### src/core/hcsc_consts.svh
// constants for the hub status/command register block
// assumes a configuration-space register port with byte address and write strobe
// Functional notes
// - status/command register at FFh, bits 2:0
// - sleep serial port after write acknowledge
// - sleep and attach bits write once
// - soft reset restores interface and memory
// - soft reset bit clears itself
// - attach low keeps serial slave, no connect
// - attach high signals upstream attach
// - attach protects 00h-FEh non-modify writes
// - all three bits reset to zero
`ifndef HCSC_CONSTS_SVH
`define HCSC_CONSTS_SVH
`define HCSC_STATUS_CMD_ADDR 8'hff
`define HCSC_BIT_SLEEP 2
`define HCSC_BIT_SRST 1
`define HCSC_BIT_ATTACH 0
`define HCSC_RESET_VAL 3'h0
`endif

### src/core/hcsc_pkg.sv
// types for the hub status/command register block
// assumes the constants header is included by users
package hcsc_pkg;
   typedef enum logic [1:0] {
      HCSC_RUN = 2'b00,
      HCSC_WAIT_ACK = 2'b01,
      HCSC_ASLEEP = 2'b10
   } hcsc_sleep_t;
endpackage

### src/core/hcsc_sync.sv
// three-flop synchroniser for a pin input
// assumes one clock; a change counts when stages two and three agree
`timescale 1ns/1ps
`default_nettype none
module hcsc_sync (
   input wire logic i_clk,
   input wire logic i_rstn,
   input wire logic i_pin,
   output logic o_level
);
   logic [2:0] sh_q;
   logic lvl_q;
   always_ff @(posedge i_clk or negedge i_rstn) begin
      if (!i_rstn) begin
         sh_q <= 3'h0;
         lvl_q <= 1'b0;
      end else begin
         sh_q <= {sh_q[1:0], i_pin};
         if (sh_q[1] == sh_q[2]) begin
            lvl_q <= sh_q[2];
         end
      end
   end
   assign o_level = lvl_q;
endmodule
`default_nettype wire

### src/core/hcsc_top.sv
// hub status/command register with sleep, soft reset and attach control
// assumes a configuration write/read port driven by the serial slave, with an ack-done pulse
`include "hcsc_consts.svh"
`timescale 1ns/1ps
`default_nettype none
module hcsc_top
   import hcsc_pkg::*;
(
   input wire logic i_clk,
   input wire logic i_rstn,
   input wire logic i_wr,
   input wire logic i_rd,
   input wire logic [7:0] i_addr,
   input wire logic [7:0] i_wdata,
   input wire logic i_modify_ok,
   input wire logic i_ack_done,
   output logic [7:0] o_rdata,
   output logic o_serial_port_sleep,
   output logic o_serial_active,
   output logic o_cfg_soft_reset,
   output logic o_cfg_write_protect,
   output logic o_cfg_wr_en,
   output logic o_upstream_attach
);
   typedef struct packed {
      hcsc_sleep_t sleep_st;
      logic attach;
      logic srst;
      logic [7:0] rdata;
      logic wr_en;
      logic slp;
      logic act;
   } hcsc_state_t;

   hcsc_state_t st_q, st_d;
   logic ack_lvl;
   logic ack_prev_q;
   logic ack_pulse;

   ////////////////////////////////////////////////////////////////////////
   // the ack strobe comes from the serial engine pad timing, so sync it
   hcsc_sync u_ack_sync (
      .i_clk(i_clk),
      .i_rstn(i_rstn),
      .i_pin(i_ack_done),
      .o_level(ack_lvl)
   );

   always_ff @(posedge i_clk or negedge i_rstn) begin
      if (!i_rstn) begin
         ack_prev_q <= 1'b0;
      end else begin
         ack_prev_q <= ack_lvl;
      end
   end
   assign ack_pulse = ack_lvl & ~ack_prev_q;

   ////////////////////////////////////////////////////////////////////////
   logic hit;
   logic asleep;
   always_comb begin
      st_d = st_q;
      asleep = (st_q.sleep_st == HCSC_ASLEEP);
      hit = (i_addr == `HCSC_STATUS_CMD_ADDR);
      st_d.srst = 1'b0;
      st_d.wr_en = 1'b0;
      if (st_q.sleep_st == HCSC_WAIT_ACK && ack_pulse) begin
         st_d.sleep_st = HCSC_ASLEEP;
      end
      if (i_wr && !asleep && !st_q.srst) begin
         if (hit) begin
            if (i_wdata[`HCSC_BIT_SLEEP] && st_q.sleep_st == HCSC_RUN) begin
               st_d.sleep_st = HCSC_WAIT_ACK;
            end
            if (i_wdata[`HCSC_BIT_ATTACH]) begin
               st_d.attach = 1'b1;
            end
            st_d.srst = i_wdata[`HCSC_BIT_SRST];
         end else begin
            st_d.wr_en = !st_q.attach || i_modify_ok;
         end
      end
      if (i_rd && hit) begin
         st_d.rdata = {5'h00, st_q.sleep_st != HCSC_RUN, st_q.srst, st_q.attach};
      end
      if (st_q.srst) begin
         st_d.rdata = 8'h00;
      end
      // registered copies so the pins come straight from flops
      st_d.slp = (st_d.sleep_st == HCSC_ASLEEP);
      st_d.act = (st_d.sleep_st != HCSC_ASLEEP);
   end

   always_ff @(posedge i_clk or negedge i_rstn) begin
      if (!i_rstn) begin
         st_q <= '{sleep_st: HCSC_RUN, attach: 1'b0, srst: 1'b0, rdata: 8'h00, wr_en: 1'b0,
                   slp: 1'b0, act: 1'b1};
      end else begin
         st_q <= st_d;
      end
   end

   ////////////////////////////////////////////////////////////////////////
   assign o_rdata = st_q.rdata;
   assign o_serial_port_sleep = st_q.slp;
   assign o_serial_active = st_q.act;
   assign o_cfg_soft_reset = st_q.srst;
   assign o_cfg_write_protect = st_q.attach;
   assign o_cfg_wr_en = st_q.wr_en;
   assign o_upstream_attach = st_q.attach;
endmodule
`default_nettype wire

### config.mk
export PLATFORM = sky130hd
export DESIGN_NAME = hcsc_top
export DESIGN_NICKNAME = d
export VERILOG_FILES = /design/src/core/hcsc_pkg.sv /design/src/core/hcsc_sync.sv /design/src/core/hcsc_top.sv
export VERILOG_INCLUDE_DIRS = /design/src /design/src/core
export SDC_FILE = /design/constraint.sdc
export NUM_CORES = 1
export LEC_CHECK = 0
export BUFFER_PORTS_ARGS = -buffer_cell sky130_fd_sc_hd__buf_4
export CAP_MARGIN = 20
export CORE_MARGIN = 2
export CORE_UTILIZATION = 41
export DETAILED_ROUTE_END_ITERATION = 10
export PLACE_DENSITY = 0.76
export SLEW_MARGIN = 5
export SYNTH_ARGS = -nofsm -noshare
export SYNTH_HDL_FRONTEND = slang
export SYNTH_SLANG_ARGS = --single-unit
### constraint.sdc
create_clock -name i_clk -period 1.3 [get_ports i_clk]
set_clock_uncertainty 0.1 [all_clocks]
set_input_delay 0.13 -clock i_clk [delete_from_list [all_inputs] [get_ports i_clk]]
set_output_delay 0.13 -clock i_clk [all_outputs]
set_load 0.005 [all_outputs]
==> results.md <==
- Most common cell after layout, fill and taps aside: buf_4
- Critical Path RT: 1.39 ns
- Post-DP Area: 772 µm²
- Antenna violations before repair: 0
- RSZ-0062 raised after global routing: false
- Root buf cell: clkbuf_4
- Fin area: 848 µm²
- Crit path DAT: 1.23 ns
- Post-DP HPWL: 821 µm
- CTS tree: yes
- DRT Pass-1 Iters: 3
- Crit Path Category: register to register
- Post-synth top area share: 52.4%
- Hold Path Sink: st_q[13]
- Placed Cells: 86
- Place WS: 0.155 ns
- I/O Buffers: 24
- Die ar.: 1840 µm²
- Vias in the first global route: 425
- Grt total ovfl: 0
- Synthesized area: 621 µm²
- MaxCap Viol Count: 0
- Die width: 42.9 µm
- RePlAce Congestion: 0.672
- Reg2reg path depth: 2
- Final Util: 58.3%
- Post-synthesis sequential area ratio: 56.7%
- Slowest cell on the critical path: dfrtp_1
- Global Route Usage Sum: 13.3%
- Period minus WS final: 1.14 ns
- Critical path's largest stage delay: 0.42 ns
- Clock transition at the registers of the reported paths: 0.08 ns
- Syn avg cell area: 12.4 µm²
- Diodes inserted: 0
- DR WL/cell: 10.8 µm
- Clock sink count: 14
- # setup viols final: 0
- DR vias: 420
- Pwr dens: 1050 nW/µm²
- Number of nets in the layout: 101
- Critical path launch point type: register
- #FFs+latches synth: 14
- Commonest non-fill, non-tap cells in the layout: buf_4, dfrtp_1, conb_1
- Drt via density: 4.47
- Class of the worst hold path: primary input to register
- FMAX: 879 MHz
- Largest net degree at the start of global routing: 15
- Setup Fix Bufs, Post-CTS: 0
- Final WL: 1.01 mm
- TritonCTS Buffers: 3
- First-pass GRT wire length: 1.85 mm
- Placement row count: 14
- VDD IR max: 0.00105 V
- H-Tree Depth: 1
- Yosys synthesis warning count: 0
- Origin of the worst min-delay path: i_wdata[2]
- Die H: 42.9 µm
- Peak fanout along the critical path: 4
- Clock Latency Late Sink: 0.26 ns
- DRT iter0 DRCs: 6
- Final worst slack: 0.163 ns
- DRC: 0
- Area contributors post-synth: dfrtp_1, buf_4, dfstp_2
- Final worst path period share: 87.5%
- Layout cells sized above 1: 43.6%
- Cell chain of the critical path: a211oi_2 > nor3b_2
- Antenna viol nets, final: 0
- Reg2reg end: o_cfg_wr_en
- Non-filler cells, final: 94
- Leakage dissipation: 0.440 nW
- Hold Crit Depth: 2
- FILL cells: 118
- Status: complete, no violations
- Syn-to-layout area delta: 36.7%
- I/O pin count: 36
- Hold Violations, Final: 0
- Max-slew violation count: 0
- Initial Utilization: 42.7%
- Bufs on Longest Clock Path: 2
- R2r startpoint: st_q[14]
- Post-route setup TNS: 0 ns
- Reg2reg setup slack: 0.16 ns
- Post-synthesis cell type count: 21
- CP endpoint kind: register
- Core ar.: 1450 µm²
- Leading area contributor after synthesis: dfrtp_1
- Mapped Cells: 50
layer usage:
layer | track usage [%] | part of all wire (%) | vias to the layer above
met5 | 0 | 0 | -
li1 | - | - | 208
met2 | 22.4 | 50 | 18
met3 | 5.11 | 7.5 | 0
met1 | 16.5 | 43 | 194
met4 | 1.88 | 0 | 0
where the power goes:
part / switching (mW) / internal (mW) / leakage (nW)
clock network: 0.127 / 0.170 / 0.0210
registers: 0.0139 / 0.463 / 0.174
logic: 0.0442 / 0.0722 / 0.246
synth_stat cells (all sizes together):
cell / number
dfrtp: 13
buf: 9
nand2b: 4
inv: 3
nor2: 3
nor2b: 3
nand4: 2
a211oi: 1
a31o: 1
a41o: 1
and3: 1
conb: 1
dfstp: 1
maj3: 1
mux2: 1
mux2i: 1
nor3: 1
nor3b: 1
o21a: 1
o21bai: 1
cell families (layout without fill, tap and decap cells):
group                      Yosys count  after routing  synth area share, %
adders and majority gates            1              1                 1.61
buffers and inverters               12             35                 12.7
DFF                                 14             14                 56.7
other                                1              6                0.604
and+or+nand+nor                     15             15                 17.5
AOI/OAI and AO/OA                    5              5                 7.46
muxes                                2              2                 3.43
critical path, delay by kind of cell, from the launching register on:
kind	cells	cell delay, ns
flops	1	0.42
compound gates	1	0.33
simple gates	1	0.21
metrics by stage:
stage          hold WS, ns  power, mW
6_report            0.0170      0.890
5_1_grt            0.00350      0.945
4_1_cts             0.0112      0.903
3_5_place_dp        -0.113      0.594
3_3_place_gp        -0.117      0.589
2_1_floorplan       -0.266      0.539
registers in the layout, indices dropped and copies added, names as in the netlist:
register	count
ack_prev_q	1
o_cfg_soft_reset	1
o_cfg_wr_en	1
o_cfg_write_protect	1
o_rdata	2
o_serial_active	1
o_serial_port_sleep	1
st_q	2
u_ack_sync.o_level	1
u_ack_sync.sh_q	3
worst max path at each step:
| stage | start | to | slack [ns] | cells after the start |
|---|---|---|---|---|
| floorplan | ack_prev_q | st_q[13] | 0.24 | 3 |
| global placement | i_addr[6] | o_rdata[2] | 0.16 | 4 |
| detailed placement | i_addr[6] | o_rdata[2] | 0.16 | 4 |
| CTS | st_q[14] | o_cfg_wr_en | 0.15 | 2 |
| global route | st_q[14] | o_cfg_wr_en | 0.07 | 2 |
| finish | st_q[14] | o_cfg_wr_en | 0.16 | 2 |
final cells by class:
cell class | instances | area [µm²] | share of cell area [%]
inverter | 3 | 11.3 | 1.33
multi-input combinational | 29 | 209 | 24.6
clock buffer | 4 | 36.3 | 4.28
timing repair buffer | 28 | 220 | 26.0
sequential | 14 | 352 | 41.4
tap | 16 | 20.0 | 2.36
timing repair:
item,4_1_cts,5_1_grt
gates resized for setup,0,0
endpoints found under the hold margin,17,0
hold buffers,4,0
Power figures use the tool's default switching activity.
